===== src/shared/usw_pkg.sv =====
// Register map, field positions, reset values and states of the serial port
package usw_pkg;
   localparam int          ADR_W          = 8;
   localparam logic [7:0]  OFF_COMM_CTRL  = 8'h00;
   localparam logic [7:0]  OFF_CTRL_ONE   = 8'h04;
   localparam logic [7:0]  OFF_CTRL_TWO   = 8'h08;
   localparam logic [7:0]  OFF_RX_STATUS  = 8'h0c;
   localparam logic [7:0]  OFF_TX_BUFFER  = 8'h10;
   localparam logic [7:0]  OFF_IRQ_STATUS = 8'h14;
   localparam logic [7:0]  OFF_IRQ_MASK   = 8'h18;
   // Field positions
   localparam int          MP_MODE_BIT    = 3;
   localparam int          SOFT_RST_BIT   = 5;
   localparam int          RESERVED_BIT   = 4;
   localparam int          TX_WAKE_BIT    = 3;
   localparam int          TX_RDY_BIT     = 7;
   localparam int          TX_EMPTY_BIT   = 6;
   localparam int          RX_ERR_BIT     = 7;
   // Interrupt status layout
   localparam int          IRQ_W          = 3;
   localparam int          IRQ_TX_DONE    = 0;
   localparam int          IRQ_RX_READY   = 1;
   localparam int          IRQ_RX_ERROR   = 2;
   // Values after reset
   localparam logic [6:0]  RX_FLAGS_RST   = 7'h00;
   localparam logic [2:0]  IRQ_RST        = 3'h0;
   localparam logic [7:0]  TX_BUF_RST     = 8'h00;
   // Timing
   localparam int          BIT_CYCLES_DEF = 16;
   localparam logic [3:0]  IDLE_BITS      = 4'hb;
   localparam logic [3:0]  LAST_DATA_BIT  = 4'h7;
   typedef enum logic [2:0] {
      TX_IDLE, TX_GAP, TX_START, TX_DATA, TX_ADDR, TX_STOP
   } usw_tx_state_e;
endpackage


===== src/rtl/usw_serial_port.sv =====
// Serial port control: soft reset, transmit wake and a small transmitter
`timescale 1ns/1ps
module usw_serial_port
  import usw_pkg::*;
#(
   parameter int BIT_CYCLES = usw_pkg::BIT_CYCLES_DEF
)(
   input  wire logic                     clk,
   input  wire logic                     reset,
   input  wire logic                     wb_cyc_i,
   input  wire logic                     wb_stb_i,
   input  wire logic                     wb_we_i,
   input  wire logic [usw_pkg::ADR_W-1:0] wb_adr_i,
   input  wire logic [3:0]               wb_sel_i,
   input  wire logic [31:0]              wb_dat_i,
   output logic      [31:0]              wb_dat_o,
   output logic                          wb_ack_o,
   input  wire logic                     rx_wake_evt,
   input  wire logic                     rx_parity_evt,
   input  wire logic                     rx_overrun_evt,
   input  wire logic                     rx_framing_evt,
   input  wire logic                     rx_break_evt,
   input  wire logic                     rx_ready_evt,
   output logic                          tx_line_o,
   output logic                          irq_o
);
   import usw_pkg::*;

   localparam int CW = $clog2(BIT_CYCLES + 1);
   localparam logic [CW-1:0] TICK_LAST = CW'(BIT_CYCLES - 1);

   function automatic logic hit(input logic [ADR_W-1:0] adr,
                                input logic [7:0]       off);
      hit = (adr == off);
   endfunction

   logic                 req;
   logic                 wr;
   logic                 wr_ccr;
   logic                 wr_ctl1;
   logic                 wr_txbuf;
   logic                 wr_imask;
   logic                 wr_istat;
   logic                 wb_ack_d;
   logic [31:0]          wb_dat_d;
   logic                 mp_mode_q, mp_mode_d;
   logic                 soft_rst_n_q, soft_rst_n_d;
   logic                 tx_wake_q, tx_wake_d;
   logic                 wut_q, wut_d;
   logic [7:0]           txbuf_q, txbuf_d;
   logic                 txbuf_full_q, txbuf_full_d;
   logic [7:0]           shreg_q, shreg_d;
   logic [3:0]           bitcnt_q, bitcnt_d;
   logic [CW-1:0]        baud_q, baud_d;
   logic                 bit_tick;
   logic                 tx_done;
   logic                 tx_line_d;
   logic                 tx_empty_q, tx_empty_d;
   usw_tx_state_e        tx_state_q, tx_state_d;
   logic [6:0]           rxst_q, rxst_d;
   logic [IRQ_W-1:0]     ist_q, ist_d;
   logic [IRQ_W-1:0]     imask_q, imask_d;
   logic [IRQ_W-1:0]     ev;
   logic                 irq_d;

   assign req      = wb_cyc_i & wb_stb_i & ~wb_ack_o;
   assign wr       = req & wb_we_i & wb_sel_i[0];
   assign wr_ccr   = wr & hit(wb_adr_i, OFF_COMM_CTRL);
   assign wr_ctl1  = wr & hit(wb_adr_i, OFF_CTRL_ONE);
   assign wr_txbuf = wr & hit(wb_adr_i, OFF_TX_BUFFER);
   assign wr_imask = wr & hit(wb_adr_i, OFF_IRQ_MASK);
   assign wr_istat = wr & hit(wb_adr_i, OFF_IRQ_STATUS);
   assign bit_tick = (baud_q == TICK_LAST);

   // Bus slave: one wait state, unmapped reads give zero, writes dropped
   always_comb
   begin
      wb_ack_d  = req;
      wb_dat_d  = 32'h0;
      mp_mode_d = mp_mode_q;
      soft_rst_n_d = soft_rst_n_q;
      if (wr_ccr)
         mp_mode_d = wb_dat_i[MP_MODE_BIT];
      if (wr_ctl1)
         soft_rst_n_d = wb_dat_i[SOFT_RST_BIT];
      if (req & ~wb_we_i)
      begin
         if (hit(wb_adr_i, OFF_COMM_CTRL))
            wb_dat_d[MP_MODE_BIT] = mp_mode_q;
         if (hit(wb_adr_i, OFF_CTRL_ONE))
         begin
            wb_dat_d[SOFT_RST_BIT] = soft_rst_n_q;
            wb_dat_d[TX_WAKE_BIT]  = tx_wake_q;
            wb_dat_d[RESERVED_BIT] = 1'b0;
         end
         if (hit(wb_adr_i, OFF_CTRL_TWO))
         begin
            wb_dat_d[TX_RDY_BIT]   = ~txbuf_full_q;
            wb_dat_d[TX_EMPTY_BIT] = tx_empty_q;
         end
         if (hit(wb_adr_i, OFF_RX_STATUS))
            wb_dat_d[7:1] = rxst_q;
         if (hit(wb_adr_i, OFF_IRQ_STATUS))
            wb_dat_d[IRQ_W-1:0] = ist_q;
         if (hit(wb_adr_i, OFF_IRQ_MASK))
            wb_dat_d[IRQ_W-1:0] = imask_q;
      end
   end

   // Soft reset leaves mode and mask untouched; only system reset does that
   always_ff @(posedge clk or posedge reset)
   begin
      if (reset)
      begin
         wb_ack_o     <= 1'b0;
         wb_dat_o     <= 32'h0;
         mp_mode_q    <= 1'b0;
         soft_rst_n_q <= 1'b0;
      end
      else
      begin
         wb_ack_o     <= wb_ack_d;
         wb_dat_o     <= wb_dat_d;
         mp_mode_q    <= mp_mode_d;
         soft_rst_n_q <= soft_rst_n_d;
      end
   end

   // Transmitter; a buffer write during soft reset is discarded
   always_comb
   begin
      tx_state_d   = tx_state_q;
      tx_wake_d    = tx_wake_q;
      wut_d        = wut_q;
      txbuf_d      = txbuf_q;
      txbuf_full_d = txbuf_full_q;
      shreg_d      = shreg_q;
      bitcnt_d     = bitcnt_q;
      baud_d       = bit_tick ? '0 : baud_q + CW'(1);
      tx_done      = 1'b0;
      if (!soft_rst_n_q)
      begin
         tx_state_d   = TX_IDLE;
         txbuf_full_d = 1'b0;
         wut_d        = 1'b0;
         baud_d       = '0;
      end
      else
      begin
         case (tx_state_q)
            TX_IDLE:
            begin
               baud_d = '0;
               if (txbuf_full_q)
               begin
                  shreg_d      = txbuf_q;
                  txbuf_full_d = 1'b0;
                  wut_d        = tx_wake_q;
                  tx_wake_d    = 1'b0;
                  bitcnt_d     = 4'h0;
                  // Idle gap only in idle-line mode
                  tx_state_d = (tx_wake_q && !mp_mode_q) ? TX_GAP
                                                         : TX_START;
               end
            end
            TX_GAP:
               if (bit_tick)
               begin
                  bitcnt_d = bitcnt_q + 4'h1;
                  if (bitcnt_q == IDLE_BITS - 4'h1)
                  begin
                     bitcnt_d   = 4'h0;
                     tx_state_d = TX_START;
                  end
               end
            TX_START:
               if (bit_tick)
                  tx_state_d = TX_DATA;
            TX_DATA:
               if (bit_tick)
               begin
                  shreg_d  = {1'b0, shreg_q[7:1]};
                  bitcnt_d = bitcnt_q + 4'h1;
                  if (bitcnt_q == LAST_DATA_BIT)
                  begin
                     bitcnt_d   = 4'h0;
                     tx_state_d = mp_mode_q ? TX_ADDR : TX_STOP;
                  end
               end
            TX_ADDR:
               if (bit_tick)
                  tx_state_d = TX_STOP;
            TX_STOP:
               if (bit_tick)
               begin
                  tx_state_d = TX_IDLE;
                  tx_done    = 1'b1;
               end
            default:
               tx_state_d = TX_IDLE;
         endcase
         if (wr_txbuf)
         begin
            txbuf_d      = wb_dat_i[7:0];
            txbuf_full_d = 1'b1;
         end
      end
      // A software write to the wake bit beats the clear on transfer
      if (wr_ctl1)
         tx_wake_d = wb_dat_i[TX_WAKE_BIT];
      case (tx_state_d)
         TX_START: tx_line_d = 1'b0;
         TX_DATA:  tx_line_d = shreg_d[0];
         TX_ADDR:  tx_line_d = wut_d;
         default:  tx_line_d = 1'b1;
      endcase
      tx_empty_d = soft_rst_n_q & ~txbuf_full_d & (tx_state_d == TX_IDLE);
   end

   always_ff @(posedge clk or posedge reset)
   begin
      if (reset)
      begin
         tx_state_q   <= TX_IDLE;
         tx_wake_q    <= 1'b0;
         wut_q        <= 1'b0;
         txbuf_q      <= TX_BUF_RST;
         txbuf_full_q <= 1'b0;
         shreg_q      <= TX_BUF_RST;
         bitcnt_q     <= 4'h0;
         baud_q       <= '0;
         tx_line_o    <= 1'b1;
         tx_empty_q   <= 1'b0;
      end
      else
      begin
         tx_state_q   <= tx_state_d;
         tx_wake_q    <= tx_wake_d;
         wut_q        <= wut_d;
         txbuf_q      <= txbuf_d;
         txbuf_full_q <= txbuf_full_d;
         shreg_q      <= shreg_d;
         bitcnt_q     <= bitcnt_d;
         baud_q       <= baud_d;
         tx_line_o    <= tx_line_d;
         tx_empty_q   <= tx_empty_d;
      end
   end

   // Receive flags and interrupts; bit 7 of the status is the error summary
   always_comb
   begin
      rxst_d = rxst_q | {1'b0, rx_ready_evt, rx_break_evt, rx_framing_evt,
                         rx_overrun_evt, rx_parity_evt, rx_wake_evt};
      rxst_d[RX_ERR_BIT-1] = |rxst_d[4:1];
      if (!soft_rst_n_q)
         rxst_d = RX_FLAGS_RST;
      ev = '0;
      ev[IRQ_TX_DONE]  = tx_done;
      ev[IRQ_RX_READY] = rx_ready_evt & soft_rst_n_q;
      ev[IRQ_RX_ERROR] = soft_rst_n_q & (rx_parity_evt | rx_overrun_evt |
                                         rx_framing_evt | rx_break_evt);
      ist_d = ist_q;
      if (wr_istat)
         ist_d = ist_q & ~wb_dat_i[IRQ_W-1:0];
      ist_d   = ist_d | ev;
      imask_d = wr_imask ? wb_dat_i[IRQ_W-1:0] : imask_q;
      irq_d   = |(ist_d & imask_d);
   end

   always_ff @(posedge clk or posedge reset)
   begin
      if (reset)
      begin
         rxst_q  <= RX_FLAGS_RST;
         ist_q   <= IRQ_RST;
         imask_q <= IRQ_RST;
         irq_o   <= 1'b0;
      end
      else
      begin
         rxst_q  <= rxst_d;
         ist_q   <= ist_d;
         imask_q <= imask_d;
         irq_o   <= irq_d;
      end
   end

   a_soft_rst_idle: assert property (@(posedge clk) disable iff (reset)
      !soft_rst_n_q |=> tx_state_q == TX_IDLE && tx_line_o && !txbuf_full_q)
      else $error("state machine not held idle in soft reset");
   a_soft_rst_flags: assert property (@(posedge clk) disable iff (reset)
      !soft_rst_n_q |=> rxst_q == 7'h00 && !tx_empty_q)
      else $error("receive flags not cleared in soft reset");
   a_reserved_zero: assert property (@(posedge clk) disable iff (reset)
      (wb_cyc_i && !wb_we_i && hit(wb_adr_i, OFF_CTRL_ONE) && wb_ack_o)
      |-> !wb_dat_o[RESERVED_BIT])
      else $error("reserved bit read as one");
   a_wake_keep: assert property (@(posedge clk) disable iff (reset)
      (!soft_rst_n_q && !wr_ctl1) |=> tx_wake_q == $past(tx_wake_q))
      else $error("wake selector changed by soft reset");
   a_wake_copy: assert property (@(posedge clk) disable iff (reset)
      (tx_state_q == TX_IDLE && txbuf_full_q && soft_rst_n_q && !wr_ctl1)
      |=> wut_q == $past(tx_wake_q) && !tx_wake_q)
      else $error("wake selector not moved into temp flag");
   a_idle_gap: assert property (@(posedge clk) disable iff (reset)
      (tx_state_q == TX_IDLE && txbuf_full_q && soft_rst_n_q && tx_wake_q
       && !mp_mode_q) |=> tx_state_q == TX_GAP ##1 tx_line_o [*8])
      else $error("idle gap missing before woken frame");
   a_addr_bit: assert property (@(posedge clk) disable iff (reset)
      $rose(tx_state_q == TX_ADDR) |-> tx_line_o == wut_q)
      else $error("address bit does not follow temp flag");
   a_mode_select: assert property (@(posedge clk) disable iff (reset)
      (tx_state_q == TX_DATA && bit_tick && bitcnt_q == LAST_DATA_BIT
       && soft_rst_n_q)
      |=> tx_state_q == ($past(mp_mode_q) ? TX_ADDR : TX_STOP))
      else $error("frame tail ignores mode bit");
   a_no_gap_addr: assert property (@(posedge clk) disable iff (reset)
      (tx_state_q == TX_IDLE && txbuf_full_q && soft_rst_n_q && mp_mode_q)
      |=> tx_state_q == TX_START)
      else $error("idle gap sent in address-bit mode");
   a_cfg_keep: assert property (@(posedge clk) disable iff (reset)
      (!soft_rst_n_q && !wr_ccr && !wr_imask)
      |=> mp_mode_q == $past(mp_mode_q) && imask_q == $past(imask_q))
      else $error("configuration changed by soft reset");
endmodule


===== config.mk =====
export PLATFORM = sky130hd
export DESIGN_NAME = usw_serial_port
export DESIGN_NICKNAME = d
export VERILOG_FILES = /design/src/shared/usw_pkg.sv /design/src/rtl/usw_serial_port.sv
export SDC_FILE = /design/constraint.sdc
export NUM_CORES = 1
export LEC_CHECK = 0
export ABC_CLOCK_PERIOD_IN_PS = 2300
export BUFFER_PORTS_ARGS = -buffer_cell sky130_fd_sc_hd__clkbuf_2
export CAP_MARGIN = 20
export CORE_MARGIN = 2
export CORE_UTILIZATION = 40
export DETAILED_ROUTE_END_ITERATION = 6
export GPL_ROUTABILITY_DRIVEN = 0
export PLACE_DENSITY_LB_ADDON = 0.2
export SYNTH_ARGS = -nofsm -noshare
export SYNTH_HDL_FRONTEND = slang
export SYNTH_SLANG_ARGS = --single-unit

===== constraint.sdc =====
create_clock -name clk -period 2.3 [get_ports clk]
set_input_delay 0.345 -clock clk [delete_from_list [all_inputs] [get_ports clk]]
set_output_delay 0.345 -clock clk [all_outputs]
set_load 0.02 [all_outputs]

==> flow_summary.html <==
<table>
<tr><th>Metric</th><th>Value</th></tr>
<tr><th colspan="2">Outcome</th></tr>
<tr><td>Result of the run</td><td>complete, no violations</td></tr>
<tr><th colspan="2">Critical path</th></tr>
<tr><td>Crit path launch type</td><td>flip-flop</td></tr>
<tr><td>FF-to-FF Start</td><td>baud_q[0]</td></tr>
<tr><td>Cells on worst reg2reg path</td><td>6</td></tr>
<tr><td>Worst setup path endpoint</td><td>tx_line_o</td></tr>
<tr><td>Setup crit end kind</td><td>flip-flop</td></tr>
<tr><td>Capture instance of the worst register-to-register path</td><td>tx_line_o</td></tr>
<tr><td>Data required time of the worst path</td><td>2.56 ns</td></tr>
<tr><td>Worst Setup Path Type</td><td>reg -&gt; reg</td></tr>
<tr><td>Setup slack on the worst flop-to-flop path</td><td>0.17 ns</td></tr>
<tr><td>Crit path launch</td><td>baud_q[0]</td></tr>
<tr><td>Crit Path Max Fanout</td><td>6</td></tr>
<tr><td>Data arrival time of the worst path</td><td>2.39 ns</td></tr>
<tr><th colspan="2">Hold path</th></tr>
<tr><td>Worst min-delay path category</td><td>in -&gt; async</td></tr>
<tr><th colspan="2">Clock tree</th></tr>
<tr><td>Clock net sink count</td><td>58</td></tr>
<tr><td>Cts bufs inserted</td><td>9</td></tr>
<tr><td>Longest Clk Path Bufs</td><td>2</td></tr>
<tr><td>Clock transition at path regs</td><td>0.07 ns</td></tr>
<tr><td>Worst skew pair latency</td><td>0.34 ns</td></tr>
<tr><td>Post-CTS setup repair buffer count</td><td>0</td></tr>
<tr><td># H-tree levels</td><td>3</td></tr>
<tr><td>Clock tree root buffer cell</td><td>sky130_fd_sc_hd__clkbuf_8</td></tr>
<tr><td>Clock tree from TritonCTS</td><td>built</td></tr>
<tr><th colspan="2">GRT</th></tr>
<tr><td>Number of global-route vias before repair</td><td>2000</td></tr>
<tr><td>Antenna violations before repair</td><td>0</td></tr>
<tr><td>Largest net degree at the start of global routing</td><td>59</td></tr>
<tr><td>Total Routing Usage GR</td><td>0.158</td></tr>
<tr><td>Remaining global-route overflow</td><td>0</td></tr>
<tr><td>First-pass GRT wire length</td><td>9.62 mm</td></tr>
<tr><th colspan="2">Drt</th></tr>
<tr><td>Detailed-route wire length per cell</td><td>13.4 um</td></tr>
<tr><td>Number of vias in the routed layout</td><td>2197</td></tr>
<tr><td>Routed wire length on met2</td><td>2.58 mm</td></tr>
<tr><td>Top metal layer carrying routed signals</td><td>met4</td></tr>
<tr><td>Count of TritonRoute iterations in the first routing pass</td><td>4</td></tr>
<tr><td>Met3 wire len</td><td>321 um</td></tr>
<tr><td>Routed metal-1 wire length</td><td>2.87 mm</td></tr>
<tr><td>Total wire length after detailed routing</td><td>5.85 mm</td></tr>
<tr><td>Starting DRT DRC Count</td><td>79</td></tr>
<tr><td>Number of nets with antenna violations after detailed routing</td><td>0</td></tr>
<tr><td>Routed vias/inst</td><td>5.04</td></tr>
<tr><td>Post-detailed-route DRC marker count</td><td>0</td></tr>
<tr><th colspan="2">Place</th></tr>
<tr><td>Post-detailed-placement half-perimeter wirelength</td><td>4.15 mm</td></tr>
<tr><td>Total cell area at the placement stage</td><td>3170 um2</td></tr>
<tr><td>Dpl cells</td><td>420</td></tr>
<tr><td>Number of I/O port buffers</td><td>38</td></tr>
<tr><th colspan="2">Floorplanning</th></tr>
<tr><td>Core Footprint</td><td>7180 um2</td></tr>
<tr><td>Total die area</td><td>8040 um2</td></tr>
<tr><td>Die width</td><td>89.7 um</td></tr>
<tr><td>Row count</td><td>31</td></tr>
<tr><td>I/O pins</td><td>90</td></tr>
<tr><td>Initial core utilization</td><td>0.409</td></tr>
<tr><td>DIE HEIGHT</td><td>89.7 um</td></tr>
<tr><th colspan="2">STA</th></tr>
<tr><td>Hold violation count in the final report</td><td>0</td></tr>
<tr><td>Achievable frequency</td><td>469 MHz</td></tr>
<tr><td>Hold slack</td><td>0.0451 ns</td></tr>
<tr><td>Final-layout setup total negative slack</td><td>0 ns</td></tr>
<tr><td>Share of the cycle needed by the critical path after routing</td><td>0.928</td></tr>
<tr><td>Rel. slew slack</td><td>0.630</td></tr>
<tr><td>Post-route clock skew</td><td>0.0134 ns</td></tr>
<tr><td>Number of max-slew violations in the final report</td><td>0</td></tr>
<tr><td>Setup violators final</td><td>0</td></tr>
<tr><td>Actual slew at the worst max-slew pin</td><td>0.548 ns</td></tr>
<tr><td>Unrepaired setup endpoints after global routing</td><td>false</td></tr>
<tr><td>Post-layout minimum cycle time</td><td>2.13 ns</td></tr>
<tr><th colspan="2">Synth</th></tr>
<tr><td>Synth Area in Simple Gates</td><td>0.199</td></tr>
<tr><td>Async S/R FF share, synth</td><td>1.00</td></tr>
<tr><td>Proportion of synthesized chip area in sequential cells</td><td>0.495</td></tr>
<tr><td>Number of warnings issued by yosys</td><td>0</td></tr>
<tr><td>Fraction of the mapped netlist area in compound gates</td><td>0.146</td></tr>
<tr><td>Distinct cells, synth</td><td>59</td></tr>
<tr><td>Library cell with the largest summed area after synthesis</td><td>sky130_fd_sc_hd__dfrtp_1</td></tr>
<tr><td>Number of flops mapped to enable cells by yosys</td><td>0</td></tr>
<tr><td>Top post-synthesis cells by area</td><td>sky130_fd_sc_hd__dfrtp_1 (49%), sky130_fd_sc_hd__buf_4 (6.6%), sky130_fd_sc_hd__nor2_1 (3.3%)</td></tr>
<tr><td>Largest family of logic cells by synthesized area</td><td>simple AND/OR/NAND/NOR gates</td></tr>
<tr><td>Adder and majority cell fraction of the synthesized area</td><td>0.0128</td></tr>
<tr><td>Xor/xnor share of the synthesized area</td><td>0.00597</td></tr>
<tr><td>Average instance area after synthesis</td><td>10.2 um2</td></tr>
<tr><td>Mux share of post-synthesis cell area</td><td>0.0477</td></tr>
<tr><td>Top_reg_cell synth</td><td>sky130_fd_sc_hd__dfrtp_1</td></tr>
<tr><td>Synth top area share</td><td>0.486</td></tr>
<tr><td>Count of state elements after synthesis</td><td>58</td></tr>
<tr><td>Number of instances in the synthesized netlist</td><td>287</td></tr>
<tr><td>Area of the mapped netlist</td><td>2940 um2</td></tr>
<tr><th colspan="2">Pwr</th></tr>
<tr><td>Power, Total</td><td>2.04 mW</td></tr>
<tr><td>Pleak</td><td>1.63 nW</td></tr>
<tr><td>Max VDD drop</td><td>0.279 mV</td></tr>
<tr><td>Power per cell area</td><td>606 nW/um2</td></tr>
<tr><th colspan="2">Cells and area</th></tr>
<tr><td>Most common cell after layout, fill and taps aside</td><td>sky130_fd_sc_hd__dfrtp_1</td></tr>
<tr><td>Number of standard cells in the final layout excluding fillers</td><td>436</td></tr>
<tr><td>Combined flip-flop and latch cell area</td><td>1450 um2</td></tr>
<tr><td>Commonest cells after routing, fill and taps aside</td><td>sky130_fd_sc_hd__dfrtp_1 (57), sky130_fd_sc_hd__clkbuf_2 (38), sky130_fd_sc_hd__nor2_1 (26)</td></tr>
<tr><td>Total area of multi-input combinational cells</td><td>1300 um2</td></tr>
<tr><td>Number of antenna repair diodes</td><td>0</td></tr>
<tr><td>Synth-to-layout area growth</td><td>14.5%</td></tr>
<tr><td>Layout cells sized above 1</td><td>0.237</td></tr>
<tr><td>Non-Filler Cell Area, Final</td><td>3360 um2</td></tr>
<tr><td>Total of fill cells in the finished design</td><td>687</td></tr>
<tr><td>Final net count</td><td>390</td></tr>
<tr><th colspan="2">Run</th></tr>
<tr><td>Maximum capacitance violations</td><td>0</td></tr>
</table>
flip-flops by register name, summed over array words and instances, names as in the netlist:
register / flops
imask_q: 3
wb_ack_o: 1
tx_empty_q: 1
rxst_q: 7
mp_mode_q: 1
ist_q: 3
tx_line_o: 1
bitcnt_q: 4
wut_q: 1
irq_o: 1
tx_wake_q: 1
baud_q: 5
txbuf_full_q: 1
soft_rst_n_q: 1
tx_state_q: 3
txbuf_q: 8
shreg_q: 8
wb_dat_o: 8
power by group:
part / switching (mW) / internal, mW
clock: 0.407 / 0.475
combinational: 0.0905 / 0.0339
sequential: 0.00361 / 1.03
total: 0.501 / 1.54
cells by family after synthesis:
kind of cell,count (synthesis)
other,1
XOR/XNOR,2
flip-flops,58
AO/OA/AOI/OAI,62
multiplexers,13
buffers and inverters,46
AND/OR/NAND/NOR,102
adder cells (fa/ha/maj),3
routing by layer:
layer / global-route usage / vias up
li1: - / 1072
met1: 0.223 / 1057
met2: 0.232 / 61
met3: 0.0356 / 7
met4: 0.0692 / 0
met5: 0 / -
synth_stat cells, types with 3 or more instances:
cell,n
sky130_fd_sc_hd__a22oi_1,11
sky130_fd_sc_hd__and2_1,3
sky130_fd_sc_hd__nor2_1,26
sky130_fd_sc_hd__inv_1,13
sky130_fd_sc_hd__nor4_1,4
sky130_fd_sc_hd__dfrtp_1,57
sky130_fd_sc_hd__o21ai_0,8
sky130_fd_sc_hd__nor2b_1,8
sky130_fd_sc_hd__o21a_1,7
sky130_fd_sc_hd__clkbuf_1,6
sky130_fd_sc_hd__a21oi_1,12
sky130_fd_sc_hd__nand2b_1,4
sky130_fd_sc_hd__nor3_1,3
sky130_fd_sc_hd__and3_1,5
sky130_fd_sc_hd__mux2_2,8
sky130_fd_sc_hd__nand3_1,11
sky130_fd_sc_hd__a31oi_1,3
sky130_fd_sc_hd__buf_4,26
sky130_fd_sc_hd__nand2_1,17
sky130_fd_sc_hd__mux2i_1,5
sky130_fd_sc_hd__ha_1,3
layout make-up:
| type | instances | area share |
|---|---|---|
| clock inverter | 4 | 0.00744 |
| clock buffer | 12 | 0.0491 |
| inverter | 13 | 0.0145 |
| timing repair buffer | 44 | 0.0737 |
| sequential | 58 | 0.432 |
| tap | 99 | 0.0368 |
| multi-input combinational | 206 | 0.386 |
stage by stage:
stage	worst slack, ns	util
after floorplan	0.457	-
after global placement	0.204	0.442
after detailed placement	0.204	0.442
after CTS	0.166	0.468
after global routing	0.0473	0.469
final	0.167	0.469
what timing repair did:
action / 4_1_cts / 5_1_grt
hold buffers: 0 / 0
endpoints found under the setup margin: 0 / 1
gates resized for setup: 0 / 1
hold endpoints to repair: 0 / 0
worst max-delay path: stages (launching register included):
cell and delay [ns]:
sky130_fd_sc_hd__dfrtp_1 0.40, sky130_fd_sc_hd__ha_1 0.25, sky130_fd_sc_hd__and4b_2 0.31, sky130_fd_sc_hd__and2_1 0.21, sky130_fd_sc_hd__a2111oi_0 0.43, sky130_fd_sc_hd__a311o_1 0.25
sky130_fd_sc_hd__a2bb2oi_1 0.21
worst min-delay path by stage:
stage,endpoint,cells past startpoint,startpoint,slack [ns]
2_1_floorplan,baud_q[0],1,baud_q[0],0.43
4_1_cts,rxst_q[0],3,reset,0.05
6_report,baud_q[4],3,reset,0.05
3_3_place_gp,baud_q[3],3,reset,0.42
5_1_grt,rxst_q[0],3,reset,0.07
3_5_place_dp,wb_dat_o[6],3,reset,0.42
Power figures use the tool's default switching activity.
